### src/rtl/ath_pkg.sv
// constants for the atapi host task register block
package ath_pkg;
  // sub-cpu register indices on the plain register port
  localparam logic [4:0] SUB_HOST_IRQ_TRIGGER_IDX = 5'h00;
  localparam logic [4:0] SUB_STATUS_IDX = 5'h01;
  localparam logic [4:0] SUB_COMMAND_IDX = 5'h02;
  localparam logic [4:0] SUB_DEVCTL_IDX = 5'h03;
  localparam logic [4:0] SUB_DRVSEL_IDX = 5'h04;
  localparam logic [4:0] SUB_XFERCTL_IDX = 5'h05;
  localparam logic [4:0] SUB_DRVADDR_IDX = 5'h06;
  localparam logic [4:0] SUB_SECTOR_IDX = 5'h07;
  localparam logic [4:0] SUB_INTREASON_IDX = 5'h08;
  localparam logic [4:0] SUB_FEATURES_IDX = 5'h09;
  localparam logic [4:0] SUB_ERROR_IDX = 5'h0A;
  localparam logic [4:0] SUB_HOSTSEL_IDX = 5'h0B;
  localparam logic [4:0] SUB_FLAGS_IDX = 5'h0C;
  localparam logic [4:0] SUB_XFERLEN_IDX = 5'h0D;
  // host-side task register indices
  localparam logic [2:0] HOST_DATA_IDX = 3'h0;
  localparam logic [2:0] HOST_FEAT_ERR_IDX = 3'h1;
  localparam logic [2:0] HOST_INTREASON_IDX = 3'h2;
  localparam logic [2:0] HOST_SECTOR_IDX = 3'h3;
  localparam logic [2:0] HOST_DRVSEL_IDX = 3'h6;
  localparam logic [2:0] HOST_CMD_STAT_IDX = 3'h7;
  localparam logic [2:0] HOST_DEVCTL_IDX = 3'h5;
  // field positions
  localparam int BUSY_BIT = 7;
  localparam int DRV_BIT = 4;
  localparam int SRST_BIT = 2;
  localparam int BURST_BIT = 6;
  localparam int DMA_BIT = 5;
  localparam int XIRQ_EN_BIT = 4;
  localparam int REAL_DRIVE_NUMBER_BIT = 3;
  // reset values, drive select fixed ones and the diagnostic command code
  localparam logic [7:0] STATUS_RESET = 8'h80;
  localparam logic [7:0] XFERCTL_RESET = 8'h08;
  localparam logic [7:0] DRVSEL_ONES = 8'hE0;
  localparam logic [2:0] HOSTSEL_RESET = 3'h3;
  localparam logic [7:0] DIAG_CMD = 8'h90;
  // host mode codes
  localparam logic [2:0] MODE_LEGACY_A = 3'h0;
  localparam logic [2:0] MODE_ATAPI = 3'h1;
  localparam logic [2:0] MODE_LEGACY_B = 3'h2;
  // transfer limits
  localparam logic [15:0] MAX_BYTES_ATAPI = 16'hFFFF;
  localparam logic [15:0] MAX_BYTES_LEGACY = 16'h7FFF;
  localparam logic [15:0] PACKET_BYTES = 16'h000C;
  typedef enum logic [2:0] {
    ROUTE_MEM_TO_HOST,
    ROUTE_HOST_TO_MEM,
    ROUTE_SUB_TO_MEM,
    ROUTE_MEM_TO_SUB,
    ROUTE_HOST_TO_SUB,
    ROUTE_SUB_TO_HOST,
    ROUTE_RES_A,
    ROUTE_RES_B
  } ath_route_t;
endpackage

### src/rtl/ath_task_regs.sv
// atapi host task registers and transfer routing control
//
// Operation
// - atapi mode: sub-cpu write to trigger register raises host interrupt
// - host interrupt drops on host status read or host command write
// - legacy host modes: trigger register write does nothing
// - status register atapi only, sub-cpu write only, host reads it
// - host command write to selected drive sets busy bit 7
// - diagnostic command 90h also sets busy
// - soft reset write and hardware reset set busy
// - status resets to 80h
// - command register atapi only, sub-cpu reads host command byte
// - command interrupt on selected-drive command write or diagnostic code
// - sub-cpu command read clears command interrupt
// - device control read-only; reading it clears soft reset interrupt
// - drive select reads ones in 7..5, host drive bit in 4
// - non-diagnostic commands, features writes and the host irq need drive bit to match real-drive bit
// - drive address, error write-only; features read-only; sector, reason kept
// - transfer control resets to zero with real-drive bit set
// - bit 6 selects single- or multi-word dma
// - bit 5 selects dma or pio; bit 4 enables local transfer irq
// - three-bit route field selects path and byte limit
// - host-to-sub-cpu is pio only, always twelve bytes
`timescale 1ns/100ps
`default_nettype none
module ath_task_regs (
  input wire logic CLOCK_IN,
  input wire logic RST_IN,
  input wire logic [4:0] SUB_ADDR_IN,
  input wire logic [7:0] SUB_WDATA_IN,
  input wire logic SUB_WR_IN,
  input wire logic SUB_RD_IN,
  output logic [7:0] SUB_RDATA_OUT,
  input wire logic [2:0] HOST_ADDR_IN,
  input wire logic [7:0] HOST_WDATA_IN,
  input wire logic HOST_WR_IN,
  input wire logic HOST_RD_IN,
  output logic [7:0] HOST_RDATA_OUT,
  output logic HOST_IRQ_OUT,
  output logic HOST_PINS_EN_OUT,
  output logic COMMAND_ARRIVED_IRQ_OUT,
  output logic SOFT_RESET_IRQ_OUT,
  output logic LOCAL_XFER_IRQ_OUT,
  input wire logic XFER_DONE_IN,
  output logic [2:0] TRANSFER_ROUTE_OUT,
  output logic DMA_NOT_PIO_OUT,
  output logic BURST_STYLE_OUT,
  output logic [15:0] XFER_LIMIT_OUT
);
  logic [7:0] status_reg;
  logic [7:0] command_reg;
  logic [7:0] devctl_reg;
  logic host_drive_choice_reg;
  logic [7:0] xferctl_reg;
  logic [7:0] drvaddr_reg;
  logic [7:0] sector_reg;
  logic [7:0] intreason_reg;
  logic [7:0] features_reg;
  logic [7:0] error_reg;
  logic [2:0] hostsel_reg;
  logic host_irq_reg;
  logic cmd_irq_reg;
  logic srst_irq_reg;
  logic xfer_irq_reg;
  logic [15:0] limit_next;
  logic [7:0] sub_rdata_next;
  logic [7:0] host_rdata_next;

  // decoded strobes
  logic atapi_mode;
  logic selected;
  logic sub_wr_host_irq_trigger, sub_wr_status, sub_rd_cmd, sub_rd_devctl;
  logic host_wr_cmd, host_rd_stat, host_wr_devctl, host_wr_drvsel;
  logic cmd_accept, srst_write;

  function automatic logic sub_hit(input logic [4:0] a, input logic [4:0] idx);
    sub_hit = (a == idx);
  endfunction

  assign atapi_mode = (hostsel_reg == ath_pkg::MODE_ATAPI);
  assign selected = (host_drive_choice_reg == xferctl_reg[ath_pkg::REAL_DRIVE_NUMBER_BIT]);
  assign sub_wr_host_irq_trigger = SUB_WR_IN && sub_hit(SUB_ADDR_IN, ath_pkg::SUB_HOST_IRQ_TRIGGER_IDX);
  assign sub_wr_status = SUB_WR_IN && sub_hit(SUB_ADDR_IN, ath_pkg::SUB_STATUS_IDX) && atapi_mode;
  assign sub_rd_cmd = SUB_RD_IN && sub_hit(SUB_ADDR_IN, ath_pkg::SUB_COMMAND_IDX);
  assign sub_rd_devctl = SUB_RD_IN && sub_hit(SUB_ADDR_IN, ath_pkg::SUB_DEVCTL_IDX);
  // host task accesses only count while the atapi host port is live
  assign host_wr_cmd = atapi_mode && HOST_WR_IN && (HOST_ADDR_IN == ath_pkg::HOST_CMD_STAT_IDX);
  assign host_rd_stat = atapi_mode && HOST_RD_IN && (HOST_ADDR_IN == ath_pkg::HOST_CMD_STAT_IDX);
  assign host_wr_devctl = atapi_mode && HOST_WR_IN && (HOST_ADDR_IN == ath_pkg::HOST_DEVCTL_IDX);
  assign host_wr_drvsel = atapi_mode && HOST_WR_IN && (HOST_ADDR_IN == ath_pkg::HOST_DRVSEL_IDX);
  // accepted command: selected drive, or diagnostic code reaching both drives
  assign cmd_accept = host_wr_cmd && (selected || HOST_WDATA_IN == ath_pkg::DIAG_CMD);
  assign srst_write = host_wr_devctl && HOST_WDATA_IN[ath_pkg::SRST_BIT];

  // host mode select, software owned
  always_ff @(posedge CLOCK_IN) begin
    if (RST_IN) begin
      hostsel_reg <= ath_pkg::HOSTSEL_RESET;
    end else if (SUB_WR_IN && sub_hit(SUB_ADDR_IN, ath_pkg::SUB_HOSTSEL_IDX)) begin
      hostsel_reg <= SUB_WDATA_IN[2:0];
    end
  end

  // status register; hardware busy setting wins over a same-cycle software write
  always_ff @(posedge CLOCK_IN) begin
    if (RST_IN) begin
      status_reg <= ath_pkg::STATUS_RESET;
    end else begin
      if (sub_wr_status) begin
        status_reg <= SUB_WDATA_IN;
      end
      if (cmd_accept || srst_write) begin
        status_reg[ath_pkg::BUSY_BIT] <= 1'b1;
      end
    end
  end

  // host-written task registers
  always_ff @(posedge CLOCK_IN) begin
    if (RST_IN) begin
      command_reg <= 8'h00;
      devctl_reg <= 8'h00;
      host_drive_choice_reg <= 1'b0;
      features_reg <= 8'h00;
    end else begin
      if (cmd_accept) begin
        command_reg <= HOST_WDATA_IN;
      end
      if (host_wr_devctl) begin
        devctl_reg <= HOST_WDATA_IN;
      end
      if (host_wr_drvsel) begin
        host_drive_choice_reg <= HOST_WDATA_IN[ath_pkg::DRV_BIT];
      end
      if (atapi_mode && HOST_WR_IN && HOST_ADDR_IN == ath_pkg::HOST_FEAT_ERR_IDX && selected) begin
        features_reg <= HOST_WDATA_IN;
      end
    end
  end

  // sub-cpu written task registers
  always_ff @(posedge CLOCK_IN) begin
    if (RST_IN) begin
      drvaddr_reg <= 8'h00;
      sector_reg <= 8'h00;
      intreason_reg <= 8'h00;
      error_reg <= 8'h00;
    end else if (SUB_WR_IN) begin
      if (sub_hit(SUB_ADDR_IN, ath_pkg::SUB_DRVADDR_IDX)) drvaddr_reg <= SUB_WDATA_IN;
      if (sub_hit(SUB_ADDR_IN, ath_pkg::SUB_SECTOR_IDX)) sector_reg <= SUB_WDATA_IN;
      if (sub_hit(SUB_ADDR_IN, ath_pkg::SUB_INTREASON_IDX)) intreason_reg <= SUB_WDATA_IN;
      if (sub_hit(SUB_ADDR_IN, ath_pkg::SUB_ERROR_IDX)) error_reg <= SUB_WDATA_IN;
    end
  end

  // transfer control; reserved bit 7 stays zero
  always_ff @(posedge CLOCK_IN) begin
    if (RST_IN) begin
      xferctl_reg <= ath_pkg::XFERCTL_RESET;
    end else if (SUB_WR_IN && sub_hit(SUB_ADDR_IN, ath_pkg::SUB_XFERCTL_IDX)) begin
      xferctl_reg <= {1'b0, SUB_WDATA_IN[6:0]};
    end
  end

  // host interrupt: set wins over a same-cycle host clear
  always_ff @(posedge CLOCK_IN) begin
    if (RST_IN) begin
      host_irq_reg <= 1'b0;
    end else if (sub_wr_host_irq_trigger && atapi_mode) begin
      host_irq_reg <= 1'b1;
    end else if (host_rd_stat || host_wr_cmd || !atapi_mode) begin
      host_irq_reg <= 1'b0;
    end
  end

  // sub-cpu interrupts: set wins over read clear
  always_ff @(posedge CLOCK_IN) begin
    if (RST_IN) begin
      cmd_irq_reg <= 1'b0;
      srst_irq_reg <= 1'b0;
      xfer_irq_reg <= 1'b0;
    end else begin
      if (cmd_accept) begin
        cmd_irq_reg <= 1'b1;
      end else if (sub_rd_cmd) begin
        cmd_irq_reg <= 1'b0;
      end
      if (srst_write) begin
        srst_irq_reg <= 1'b1;
      end else if (sub_rd_devctl) begin
        srst_irq_reg <= 1'b0;
      end
      if (XFER_DONE_IN && xferctl_reg[ath_pkg::XIRQ_EN_BIT]) begin
        xfer_irq_reg <= 1'b1;
      end else if (SUB_RD_IN && sub_hit(SUB_ADDR_IN, ath_pkg::SUB_FLAGS_IDX)) begin
        xfer_irq_reg <= 1'b0;
      end
    end
  end

  // byte limit of the selected route
  always_comb begin
    case (ath_pkg::ath_route_t'(xferctl_reg[2:0]))
      ath_pkg::ROUTE_MEM_TO_HOST, ath_pkg::ROUTE_HOST_TO_MEM: begin
        limit_next = atapi_mode ? ath_pkg::MAX_BYTES_ATAPI : ath_pkg::MAX_BYTES_LEGACY;
      end
      ath_pkg::ROUTE_HOST_TO_SUB, ath_pkg::ROUTE_SUB_TO_HOST: begin
        limit_next = ath_pkg::PACKET_BYTES;
      end
      default: begin
        limit_next = 16'h0000; // no host-side limit or reserved
      end
    endcase
  end

  // sub-cpu read mux; write-only registers read as zero
  always_comb begin
    sub_rdata_next = 8'h00;
    case (SUB_ADDR_IN)
      ath_pkg::SUB_COMMAND_IDX: sub_rdata_next = atapi_mode ? command_reg : 8'h00;
      ath_pkg::SUB_DEVCTL_IDX: sub_rdata_next = devctl_reg;
      ath_pkg::SUB_DRVSEL_IDX: sub_rdata_next = ath_pkg::DRVSEL_ONES | {3'h0, host_drive_choice_reg, 4'h0};
      ath_pkg::SUB_XFERCTL_IDX: sub_rdata_next = xferctl_reg;
      ath_pkg::SUB_SECTOR_IDX: sub_rdata_next = sector_reg;
      ath_pkg::SUB_INTREASON_IDX: sub_rdata_next = intreason_reg;
      ath_pkg::SUB_FEATURES_IDX: sub_rdata_next = features_reg;
      ath_pkg::SUB_HOSTSEL_IDX: sub_rdata_next = {5'h00, hostsel_reg};
      ath_pkg::SUB_FLAGS_IDX: sub_rdata_next = {4'h0, xfer_irq_reg, srst_irq_reg, cmd_irq_reg, host_irq_reg};
      default: sub_rdata_next = 8'h00;
    endcase
  end

  // host read mux; the host sees what the sub-cpu posted
  always_comb begin
    host_rdata_next = 8'h00;
    case (HOST_ADDR_IN)
      ath_pkg::HOST_CMD_STAT_IDX: host_rdata_next = status_reg;
      ath_pkg::HOST_FEAT_ERR_IDX: host_rdata_next = error_reg;
      ath_pkg::HOST_INTREASON_IDX: host_rdata_next = intreason_reg;
      ath_pkg::HOST_SECTOR_IDX: host_rdata_next = sector_reg;
      ath_pkg::HOST_DRVSEL_IDX: host_rdata_next = drvaddr_reg;
      default: host_rdata_next = 8'h00;
    endcase
  end

  // registered outputs
  always_ff @(posedge CLOCK_IN) begin
    if (RST_IN) begin
      SUB_RDATA_OUT <= 8'h00;
      HOST_RDATA_OUT <= 8'h00;
      XFER_LIMIT_OUT <= 16'h0000;
    end else begin
      SUB_RDATA_OUT <= SUB_RD_IN ? sub_rdata_next : 8'h00;
      HOST_RDATA_OUT <= (HOST_RD_IN && atapi_mode) ? host_rdata_next : 8'h00;
      XFER_LIMIT_OUT <= limit_next;
    end
  end

  // pin-level controls; host-to-sub route forces pio
  always_ff @(posedge CLOCK_IN) begin
    if (RST_IN) begin
      TRANSFER_ROUTE_OUT <= 3'h0;
      DMA_NOT_PIO_OUT <= 1'b0;
      BURST_STYLE_OUT <= 1'b0;
      HOST_PINS_EN_OUT <= 1'b0;
      HOST_IRQ_OUT <= 1'b0;
      COMMAND_ARRIVED_IRQ_OUT <= 1'b0;
      SOFT_RESET_IRQ_OUT <= 1'b0;
      LOCAL_XFER_IRQ_OUT <= 1'b0;
    end else begin
      TRANSFER_ROUTE_OUT <= xferctl_reg[2:0];
      DMA_NOT_PIO_OUT <= xferctl_reg[ath_pkg::DMA_BIT] &&
        (xferctl_reg[2:0] != 3'(ath_pkg::ROUTE_HOST_TO_SUB));
      BURST_STYLE_OUT <= xferctl_reg[ath_pkg::BURST_BIT];
      HOST_PINS_EN_OUT <= (hostsel_reg == ath_pkg::MODE_ATAPI) || (hostsel_reg == ath_pkg::MODE_LEGACY_A) ||
        (hostsel_reg == ath_pkg::MODE_LEGACY_B);
      HOST_IRQ_OUT <= host_irq_reg && selected;
      COMMAND_ARRIVED_IRQ_OUT <= cmd_irq_reg;
      SOFT_RESET_IRQ_OUT <= srst_irq_reg;
      LOCAL_XFER_IRQ_OUT <= xfer_irq_reg;
    end
  end
endmodule
`default_nettype wire

### config.mk
export PLATFORM = sky130hd
export DESIGN_NAME = ath_task_regs
export DESIGN_NICKNAME = d
export VERILOG_FILES = /design/src/rtl/ath_pkg.sv /design/src/rtl/ath_task_regs.sv
export SDC_FILE = /design/constraint.sdc
export NUM_CORES = 1
export LEC_CHECK = 0
export BUFFER_PORTS_ARGS = -buffer_cell sky130_fd_sc_hd__buf_2
export CAP_MARGIN = 15
export CORE_MARGIN = 2
export CORE_UTILIZATION = 55
export CTS_CLUSTER_SIZE = 10
export DETAILED_ROUTE_END_ITERATION = 10
export GPL_TIMING_DRIVEN = 0
export HOLD_SLACK_MARGIN = 0.15
export PLACE_DENSITY = 0.75
export SETUP_SLACK_MARGIN = 0.1
export SYNTH_ARGS = -nofsm -noshare
export SYNTH_HDL_FRONTEND = slang
export SYNTH_SLANG_ARGS = --single-unit
### constraint.sdc
create_clock -name CLOCK_IN -period 1.9 [get_ports CLOCK_IN]
set_clock_uncertainty 0.2 [all_clocks]
set_input_delay 0.095 -clock CLOCK_IN [delete_from_list [all_inputs] [get_ports CLOCK_IN]]
set_output_delay 0.095 -clock CLOCK_IN [all_outputs]
set_load 0.02 [all_outputs]
==> results of run 1 <==
-- area by class of cell --
| class | count | area [um2] |
|---|---|---|
| well taps | 105 | 131 |
| fillers | 610 | 2210 |
| inverters | 3 | 11.3 |
| clock inverters | 4 | 75.1 |
| multi-input cells | 321 | 2340 |
| clock buffers | 11 | 131 |
| repair buffers | 122 | 862 |
| plain buffers | 43 | 274 |
| flip-flops and latches | 108 | 2180 |
-- logic make-up (layout without fill, tap and decap cells) --
group	count (synthesis)	in the layout	synth area share [%]
simple gates	160	160	18.4
flops	108	108	46.6
compound gates	88	89	13.7
mux	71	71	15.5
buf+inv	46	183	5.58
xor+xnor	1	1	0.189
-- tightest hold or removal path: stages --
cell and delay [ns]:
buf_6 0.08, and2_1 0.11, clkbuf_2 0.22, a21oi_1 0.10
a21oi_1 0.10
-- cells in the final DEF, fill, tap and decap left out, types with 14 or more instances in the layout --
| cell | count |
|---|---|
| dlygate4sd3_1 | 41 |
| buf_4 | 21 |
| buf_2 | 77 |
| nand3_1 | 14 |
| nor2_1 | 68 |
| mux2i_1 | 64 |
| dfxtp_1 | 103 |
| a22oi_1 | 16 |
| a21oi_1 | 27 |
| nor2b_1 | 16 |
| nand2_1 | 21 |
-- per-layer routing --
layer / up-vias / global-route usage [%] / share of wire (%)
met1: 2052 / 41.6 / 40
met4: 0 / 14.0 / 4.4
met2: 291 / 49.7 / 46
li1: 1951 / - / -
met5: - / 0 / 0
met3: 74 / 6.66 / 9.7
-- power groups by stage --
stage	sequential, mW	clock (mW)	combinational, mW
final	2.28	1.52	0.416
after global routing	2.28	1.60	0.436
after CTS	2.28	1.50	0.385
after detailed placement	2.34	0	0.320
after global placement	2.33	0	0.318
after floorplan	2.34	0	0.185
-- final timing paths --
kind / to / slack, ns / cells after the start
worst min register to register: devctl_reg[2]$_SDFFE_PP0N_ / 0.29 / 2
worst min-delay path: HOST_RDATA_OUT[3]$_SDFF_PP0_ / 0.16 / 5
worst max-delay path: SUB_RDATA_OUT[4]$_SDFF_PP0_ / -0.03 / 6
worst max register to register: SUB_RDATA_OUT[4]$_SDFF_PP0_ / -0.03 / 6
-- timing repair --
action,CTS,global route
gates cloned,0,1
buffers inserted,7,4
resized for setup,8,34
hold buffers,41,0
setup endpoints to repair,40,44
pin swaps,2,14
endpoints found under the hold margin,95,0
==> summary.md, run 1 <==
| Metric | Value |
|---|---|
| Largest net degree at the start of global routing | 17 |
| Antenna violations before repair | 0 |
| WL/cell | 20.6 um |
| Critical path class | reg -> reg |
| Post-synth EDFFs | 0 |
| Die H | about 96 um |
| Global Route Usage Sum | 31.5% |
| Power Density | 702 mW/mm2 |
| Relative slew slack | 49.2% |
| Commonest cells in the netlist | dfxtp_1 (108), nor2_1 (68), mux2i_1 (66), a21oi_1 (27), nand2_1 (21) |
| Core area | 0.00822 mm2 |
| Number of global-route vias before repair | 3953 |
| Net Sw Power | roughly 1.0 mW |
| Ports | 73 |
| Internal power | 3.17 mW |
| Worst vdd ir | 468 uV |
| GPL Wtd Cong | about 0.96 |
| Synth top area share | a little under half |
| Layout cells sized above 1 | 26.5% |
| Layout Nets | 639 |
| Setup crit end kind | flip-flop |
| Total Power | 4.21 mW |
| Cells after Synth | 474 |
| DRC errors left | 0 |
| Critical Path Start Type | flip-flop |
| Mapped Area | around 0.0046 mm2 |
| Area post-placement | 0.00512 mm2 |
| Final Instance Area | approximately 0.0060 mm2 |
| Post-synth ARST share | 0% |
| CP Cell Sequence | buf_4, or3b_4, nor3_4, buf_6, a22oi_1, a31oi_1 |
| Combinational share of power | 9.9% |
| Register area share after synthesis | 46.6% |
| Max_cap viols | 0 |
| Row cnt | 33 |
| Vias | 4368 |
| Top delay family on crit path | simple AND/OR/NAND/NOR gates |
| Root Buffer | clkbuf_8 |
| TritonCTS clock tree | done |
| Post-synth top flop | dfxtp_1 |
| RSZ-0062 raised after global routing | true |
| Count leader, synth | dfxtp_1 |
| Place WS | -0.152 ns |
| Max clock buf depth | 2 |
| Lkg Pwr | 2.69 nW |
| Initial Util | around 56% |
| Slack of the critical path | -0.0251 ns |
| Worst r2r src | hostsel_reg[2]$_SDFFE_PP0P_ |
| Final antenna-violating net count | 0 |
| Slew Limit Fails | 0 |
| Outcome | complete, but fails checks |
| Final WL | 14800 um |
| Clock transition at the registers of the reported paths | 0.10 ns |
| Critical Path RT | 1.99 ns |
| Post-route insts no fill | 717 |
| Tcrit/Tclk final | 101% |
| Router iterations before antenna repair | 8 |
| Synth Net Count | 505 |
| Sw frac | 24.7% |
| Die Wd | about 96 um |
| Slew at the pin closest to its max-slew limit | 0.762 ns |
| DIE AREA | 0.00919 mm2 |
| Beginning of the critical path | hostsel_reg[2]$_SDFFE_PP0P_ |
| Clk pwr share | 36.1% |
| #FFs+latches synth | between 100 and 150 |
| Clock buffer count from CTS | 9 |
| Crit path time final | about 1.9 ns |
| Endpoints failing setup | 1 |
| Reg power frac | 54.1% |
| Vias per cell | 6.09 |
| Highest Clock Rate | slightly above 500 MHz |
| Hold Fails Final Rpt | 0 |
| Hold Worst Slack | 0.162 ns |
| Global route overflow | 0 |
| First-pass GRT wire length | 21300 um |
| Max stage delay on crit path | around 0.42 ns |
| Antenna cells | 0 |
| Final Util | 73.0% |
| Crit-path slowest cell | or3b_4 |
| Total negative setup slack | -0.0251 ns |
| Placed cells | between 600 and 700 |
| Syn avg cell area | 9.79 um2 |
| Failing checks | setup timing |
| Synth top area cells | dfxtp_1 (47%), mux2i_1 (14%), nor2_1 (5.5%) |
| Post-DP HPWL | 9240 um |
| CP max FO | 5 |
| Area leader, netlist | dfxtp_1 |
| CP bufs+invs | 2 |
| Library cells used by synthesis | 61 |
| Detailed Route Iter0 Violations | around 530 |
| Area grow syn2layout | 29.4% |
| Worst Path Arrival | 2.01 ns |
| Hold/Removal Path Class | in -> reg |
| Ys Warns | 0 |
| Clk sinks | about 110 |
| PortBufs | 69 |
| Clk_lat worst skew | 0.39 ns |
| Beginning of the worst hold path | HOST_ADDR_IN[2] |
| H-tree depth | 3 |
Power figures use the tool's default switching activity.
==> run 2, diff against run 1 <==
Settings changed: SETUP_SLACK_MARGIN 0.1 to unset.
==> run 2 against run 1 <==
Against the previous run:
- the flow now finishes without violations
- combinational power decreased by 2%
- clock power barely moved
- setup slack better by 0.037 ns
- core utilization fell by 1.9 points
- register-to-register slack better by 0.08 ns
- sequential cell count unchanged
- critical path depth up 1
- total power fell by 0.60%
- routed wire length shrank 7.8%
==> summary.md, run 2 (same netlist as run 1, synthesis figures left out) <==
| Metric | Value |
|---|---|
| Die H | 95.8 um |
| Post-DP HPWL | 9240 um |
| Worst r2r src | host_drive_choice_reg$_SDFFE_PP0P_ |
| Vias per cell | around 5.9 |
| CP Cell Sequence | clkbuf_1, dlygate4sd3_1, inv_1, and4b_1, o311ai_1, buf_4, a41oi_1 |
| Tcrit/Tclk final | 99.3% |
| Antenna violations before repair | 0 |
| CP max FO | 6 |
| TritonCTS clock tree | done |
| Worst Path Arrival | 1.93 ns |
| Layout cells sized above 1 | 23.4% |
| Slew at the pin closest to its max-slew limit | 0.746 ns |
| Total negative setup slack | 0 ns |
| Top delay family on crit path | buffers and inverters |
| Power Density | approximately 700 mW/mm2 |
| Largest net degree at the start of global routing | 17 |
| Critical Path Start Type | input port |
| Worst vdd ir | 462 uV |
| Relative slew slack | 50.3% |
| Final Instance Area | about 0.006 mm2 |
| Router iterations before antenna repair | 5 |
| R2R depth | 5 |
| Root Buffer | clkbuf_8 |
| WL/cell | 19.1 um |
| Number of global-route vias before repair | 3903 |
| Lkg Pwr | around 2.6 nW |
| Critical path class | in -> reg |
| Crit-path slowest cell | dlygate4sd3_1 |
| Clock buffer count from CTS | 9 |
| Slew Limit Fails | 0 |
| Beginning of the critical path | RST_IN |
| Max_cap viols | 0 |
| Ports | 73 |
| Detailed Route Iter0 Violations | 466 |
| Initial Util | 56.5% |
| Critical Path RT | 1.94 ns |
| Beginning of the worst hold path | RST_IN |
| Die Wd | 95.8 um |
| GPL Wtd Cong | ~0.96 |
| Worst reg2reg endpoint | features_reg[5]$_SDFFE_PP0P_ |
| Row cnt | 33 |
| Area post-placement | 0.00512 mm2 |
| DRC errors left | 0 |
| First-pass GRT wire length | 20900 um |
| Final WL | 13600 um |
| Global Route Usage Sum | 30.9% |
| Setup crit end kind | flip-flop |
| Global route overflow | 0 |
| PortBufs | 69 |
| Max clock buf depth | 2 |
| Hold/Removal Path Class | in -> reg |
| Endpoints failing setup | 0 |
| CP bufs+invs | 4 |
| Final antenna-violating net count | 0 |
| Clk sinks | roughly 110 |
| RSZ-0062 raised after global routing | true |
| Clk_lat worst skew | approximately 0.38 ns |
| Core area | 0.00822 mm2 |
| Area grow syn2layout | 26.0% |
| DIE AREA | roughly 0.009 mm2 |
| Fillers | 634 |
| Max stage delay on crit path | 0.72 ns |
| Hold Fails Final Rpt | 0 |
| Worst path depth | 7 |
| Crit path capture | SUB_RDATA_OUT[7]$_SDFF_PP0_ |
| Reg2Reg Setup Slack | 0.05 ns |
| Crit path time final | 1.89 ns |
| Highest Clock Rate | 530 MHz |
| Most frequent cells in the layout | dfxtp_1 (106), buf_2 (76), nor2_1 (68) |
| Layout Nets | 637 |
| Hold Worst Slack | 0.192 ns |
| Antenna cells | 0 |
| H-tree depth | 3 |
| Outcome | finished, final reports clean |
| Clock transition at the registers of the reported paths | 0.10 ns |
| Commonest non-fill, non-tap cell in the layout | dfxtp_1 |
| Vias | 4251 |
[run 2: per-layer routing]
layer	routed length [um]	vias to the layer above	track usage [%]	share of wire (%)
li1	-	1946	-	-
met1	5680	1989	41.2	42
met2	6150	275	48.3	45
met3	1340	41	6.19	9.8
met4	461	0	14.4	3.4
met5	0	-	0	0
[run 2: power breakdown]
part           switching [mW]  internal, mW
Clock                   0.763         0.737
Sequential             0.0111          2.27
Combinational           0.237         0.169
Total                    1.01          3.18
[run 2: area by class of cell]
class | instances | area (um2) | share of cell area, %
clock buffer | 11 | 131 | 2.25
timing repair buffer | 121 | 843 | 14.4
inverter | 3 | 11.3 | 0.193
buffer | 43 | 254 | 4.35
tap | 105 | 131 | 2.25
sequential | 108 | 2160 | 37.0
clock inverter | 4 | 75.1 | 1.28
multi-input combinational | 320 | 2230 | 38.2
[run 2: per-stage QoR]
step | utilization [%] | std cells | setup WS, ns | power [mW]
floorplan | - | 474 | 0.184 | 2.52
global placement | 62.3 | 648 | -0.106 | 2.65
detailed placement | 62.3 | 648 | -0.152 | 2.66
CTS | 70.2 | 708 | 0.00651 | 4.17
global route | 71.1 | 715 | -0.0479 | 4.31
finish | 71.1 | 715 | 0.0124 | 4.19
[run 2: worst min path at each step]
stage / to / depth (start not counted)
2_1_floorplan: hostsel_reg[0]$_SDFFE_PP1P_ / 2
5_1_grt: srst_irq_reg$_SDFFE_PP0P_ / 3
3_3_place_gp: command_reg[1]$_SDFFE_PP0P_ / 2
4_1_cts: SUB_RDATA_OUT[3]$_SDFF_PP0_ / 5
6_report: xfer_irq_reg$_SDFFE_PP0P_ / 3
3_5_place_dp: command_reg[5]$_SDFFE_PP0P_ / 2
[run 2: repair_timing]
item                       in CTS  in global routing
buffers inserted                3                  6
hold buffers                   42                  0
pin swaps                       1                  1
hold endpoints to repair       96                  0
resized for setup               0                 12
setup endpoints to repair      19                 25
[run 2: worst register-to-register path: stages, from the launching register on]
cell     delay (ns)
dfxtp_1        0.35
xor2_1         0.22
or4_1          0.55
buf_6          0.18
mux2i_2        0.19
nor2_1         0.05
==> run 3, diff against run 2 <==
--- a/config.mk
+++ b/config.mk
@@ -9,3 +9,3 @@
 export CAP_MARGIN = 15
-export CORE_MARGIN = 2
+export CORE_MARGIN = 4
 export CORE_UTILIZATION = 55
==> constraint.sdc (replaced) <==
create_clock -name CLOCK_IN -period 1.9 [get_ports CLOCK_IN]
set_clock_uncertainty 0.2 [all_clocks]
set_input_delay 0.38 -clock CLOCK_IN [delete_from_list [all_inputs] [get_ports CLOCK_IN]]
set_output_delay 0.38 -clock CLOCK_IN [all_outputs]
set_load 0.02 [all_outputs]
==> run 3 against run 2 <==
Against the previous run:
- via count is 3.7% lower
- hold slack worse by 0.023 ns
- combinational power down 9.4%
- clock power barely moved
- sequential cell count is the same
- first-iteration DRC count fell by 14%
- core utilization fell by 2.1 points
- cell count is 3.6% lower
- sequential power about the same
- final area down 3.0%
- critical path type is now reg -> reg
- critical endpoint is now features_reg[0]$_SDFFE_PP0P_
- largest cell class unchanged
- largest power group unchanged
==> summary.md, run 3 (same netlist as run 1, synthesis figures left out) <==
| Metric | Value |
|---|---|
| Outcome | finished, final reports clean |
| Met3 Use GR | under 10% |
| WL/cell | 19.2 um |
| Vias | 4095 |
| Global route overflow | 0 |
| Largest net degree at the start of global routing | 17 |
| Total Power | 4.18 mW |
| Max_cap viols | 0 |
| Area grow syn2layout | 22.2% |
| Final antenna-violating net count | 0 |
| Clock buffer count from CTS | 9 |
| Layout Nets | 611 |
| Critical Path RT | 1.96 ns |
| Power Density | 738 mW/mm2 |
| Hold Worst Slack | 0.169 ns |
| Clk sinks | 108 |
| Number of global-route vias before repair | 3855 |
| H-tree depth | 3 |
| Slew at the pin closest to its max-slew limit | 0.733 ns |
| Final WL | 13200 um |
| DRC errors left | 0 |
| Combinational share of power | 8.8% |
| Slack of the critical path | between 0.05 and 0.06 ns |
| Max clock buf depth | 2 |
| Antenna cells | 0 |
| Sw frac | a little under a quarter |
| Most frequent cells in the layout | dfxtp_1 (103), buf_2 (76), nor2_1 (68) |
| Met2 GRT Util | 41.5% |
| Clk pwr share | a little over a third |
| Router iterations before antenna repair | 6 |
| Crit path time final | 1.84 ns |
| PortBufs | 69 |
| Highest Clock Rate | roughly 540 MHz |
| Worst vdd ir | 388 uV |
| CP max FO | 8 |
| Post-DP HPWL | 9440 um |
| Internal power | 3.18 mW |
| Die H | about 100 um |
| Clk_lat worst skew | between 0.3 and 0.4 ns |
| GPL Wtd Cong | just over 1 |
| Worst Path Arrival | 1.90 ns |
| Met1 Use GR | 36.5% |
| Critical Path Start Type | flip-flop |
| Hold/Removal Path Class | in -> reg |
| Core area | 0.00822 mm2 |
| Ports | 73 |
| Slew Limit Fails | 0 |
| Lkg Pwr | 2.56 nW |
| Commonest non-fill, non-tap cell in the layout | dfxtp_1 |
| WHS Path Cells | 3 |
| Fillers | 662 |
| Relative slew slack | between 50% and 60% |
| Endpoints failing setup | 0 |
| Root Buffer | clkbuf_8 |
| Tcrit/Tclk final | between 90% and 100% |
| Critical path class | reg -> reg |
| Layout cells sized above 1 | 26.9% |
| Initial Util | between 50% and 60% |
| Row cnt | 33 |
| Vias per cell | 5.94 |
| Place WS | -0.392 ns |
| Die Wd | around 100 um |
| Clock transition at the registers of the reported paths | ~0.10 ns |
| RSZ-0062 raised after global routing | true |
| Global Route Usage Sum | 26.5% |
| Hold Fails Final Rpt | 0 |
| Net Sw Power | 1.00 mW |
| First-pass GRT wire length | 20700 um |
| Total negative setup slack | 0 ns |
| Reg power frac | 54.6% |
| R2R depth | 5 |
| TritonCTS clock tree | done |
| Layer with the highest usage | met2 |
| Detailed Route Iter0 Violations | approximately 400 |
| Antenna violations before repair | 0 |
| Final Util | about 70% |
| DIE AREA | 0.00997 mm2 |
| Setup crit end kind | flip-flop |
## run 3: cell types whose count changed in the layout (fill, tap and decap cells not counted), moves of 2 or more
cell,change
clkbuf_1,-5
clkbuf_2,+4
clkinvlp_4,-2
dfxtp_1,-3
dfxtp_2,+2
dlygate4sd3_1,-25
nor3_1,-2
## run 3: layout make-up
class / count / area, um2 / share of cell area [%]
buffer: 42 / 254 / 4.48
inverter: 3 / 11.3 / 0.199
tap: 105 / 131 / 2.32
clock inverter: 4 / 73.8 / 1.30
multi-input combinational: 320 / 2290 / 40.5
clock buffer: 11 / 141 / 2.49
timing repair buffer: 96 / 591 / 10.4
sequential: 108 / 2170 / 38.3
## run 3: power groups by stage
stage	sequential, mW	clock (mW)	combinational, mW
global route	2.28	1.63	0.390
CTS	2.28	1.54	0.351
global placement	2.33	0	0.317
finish	2.28	1.53	0.368
floorplan	2.34	0	0.185
detailed placement	2.34	0	0.321
## run 3: worst max-delay path: stages, from the launching register on
cell       delay (ns)
dfxtp_4          0.38
nand4bb_4        0.23
or4_4            0.50
buf_6            0.17
mux2i_2          0.19
nor2_1           0.06
## run 3: per-stage QoR
stage	cell area (um2)	instances
floorplan	4640	474
global placement	5120	648
detailed placement	5120	648
CTS	5540	685
global route	5670	689
finish	5670	689
## run 3: path summary, 6_finish.rpt
path / startpoint / to / slack (ns)
setup / recovery: hostsel_reg[1]$_SDFFE_PP1P_ / features_reg[0]$_SDFFE_PP0P_ / 0.06
hold / removal: SUB_WDATA_IN[2] / intreason_reg[2]$_SDFFE_PP0P_ / 0.17
setup reg to reg: hostsel_reg[1]$_SDFFE_PP1P_ / features_reg[0]$_SDFFE_PP0P_ / 0.06
hold reg to reg: cmd_irq_reg$_SDFFE_PP0P_ / COMMAND_ARRIVED_IRQ_OUT$_SDFF_PP0_ / 0.29
## run 3: routing by layer
metal | share of wire [%] | vias up
met5 | 0 | -
met4 | 2.8 | 0
met3 | 9.2 | 32
met2 | 46 | 215
met1 | 42 | 1957
li1 | - | 1891
## run 3: timing repair
action                                  in CTS  in global routing
endpoints found under the setup margin      23                 53
hold endpoints to repair                    55                  0
hold buffers                                17                  0
setup buffers                                5                  5
gates cloned                                 0                  0
gates resized for setup                      1                 25
pin swaps                                    1                  2
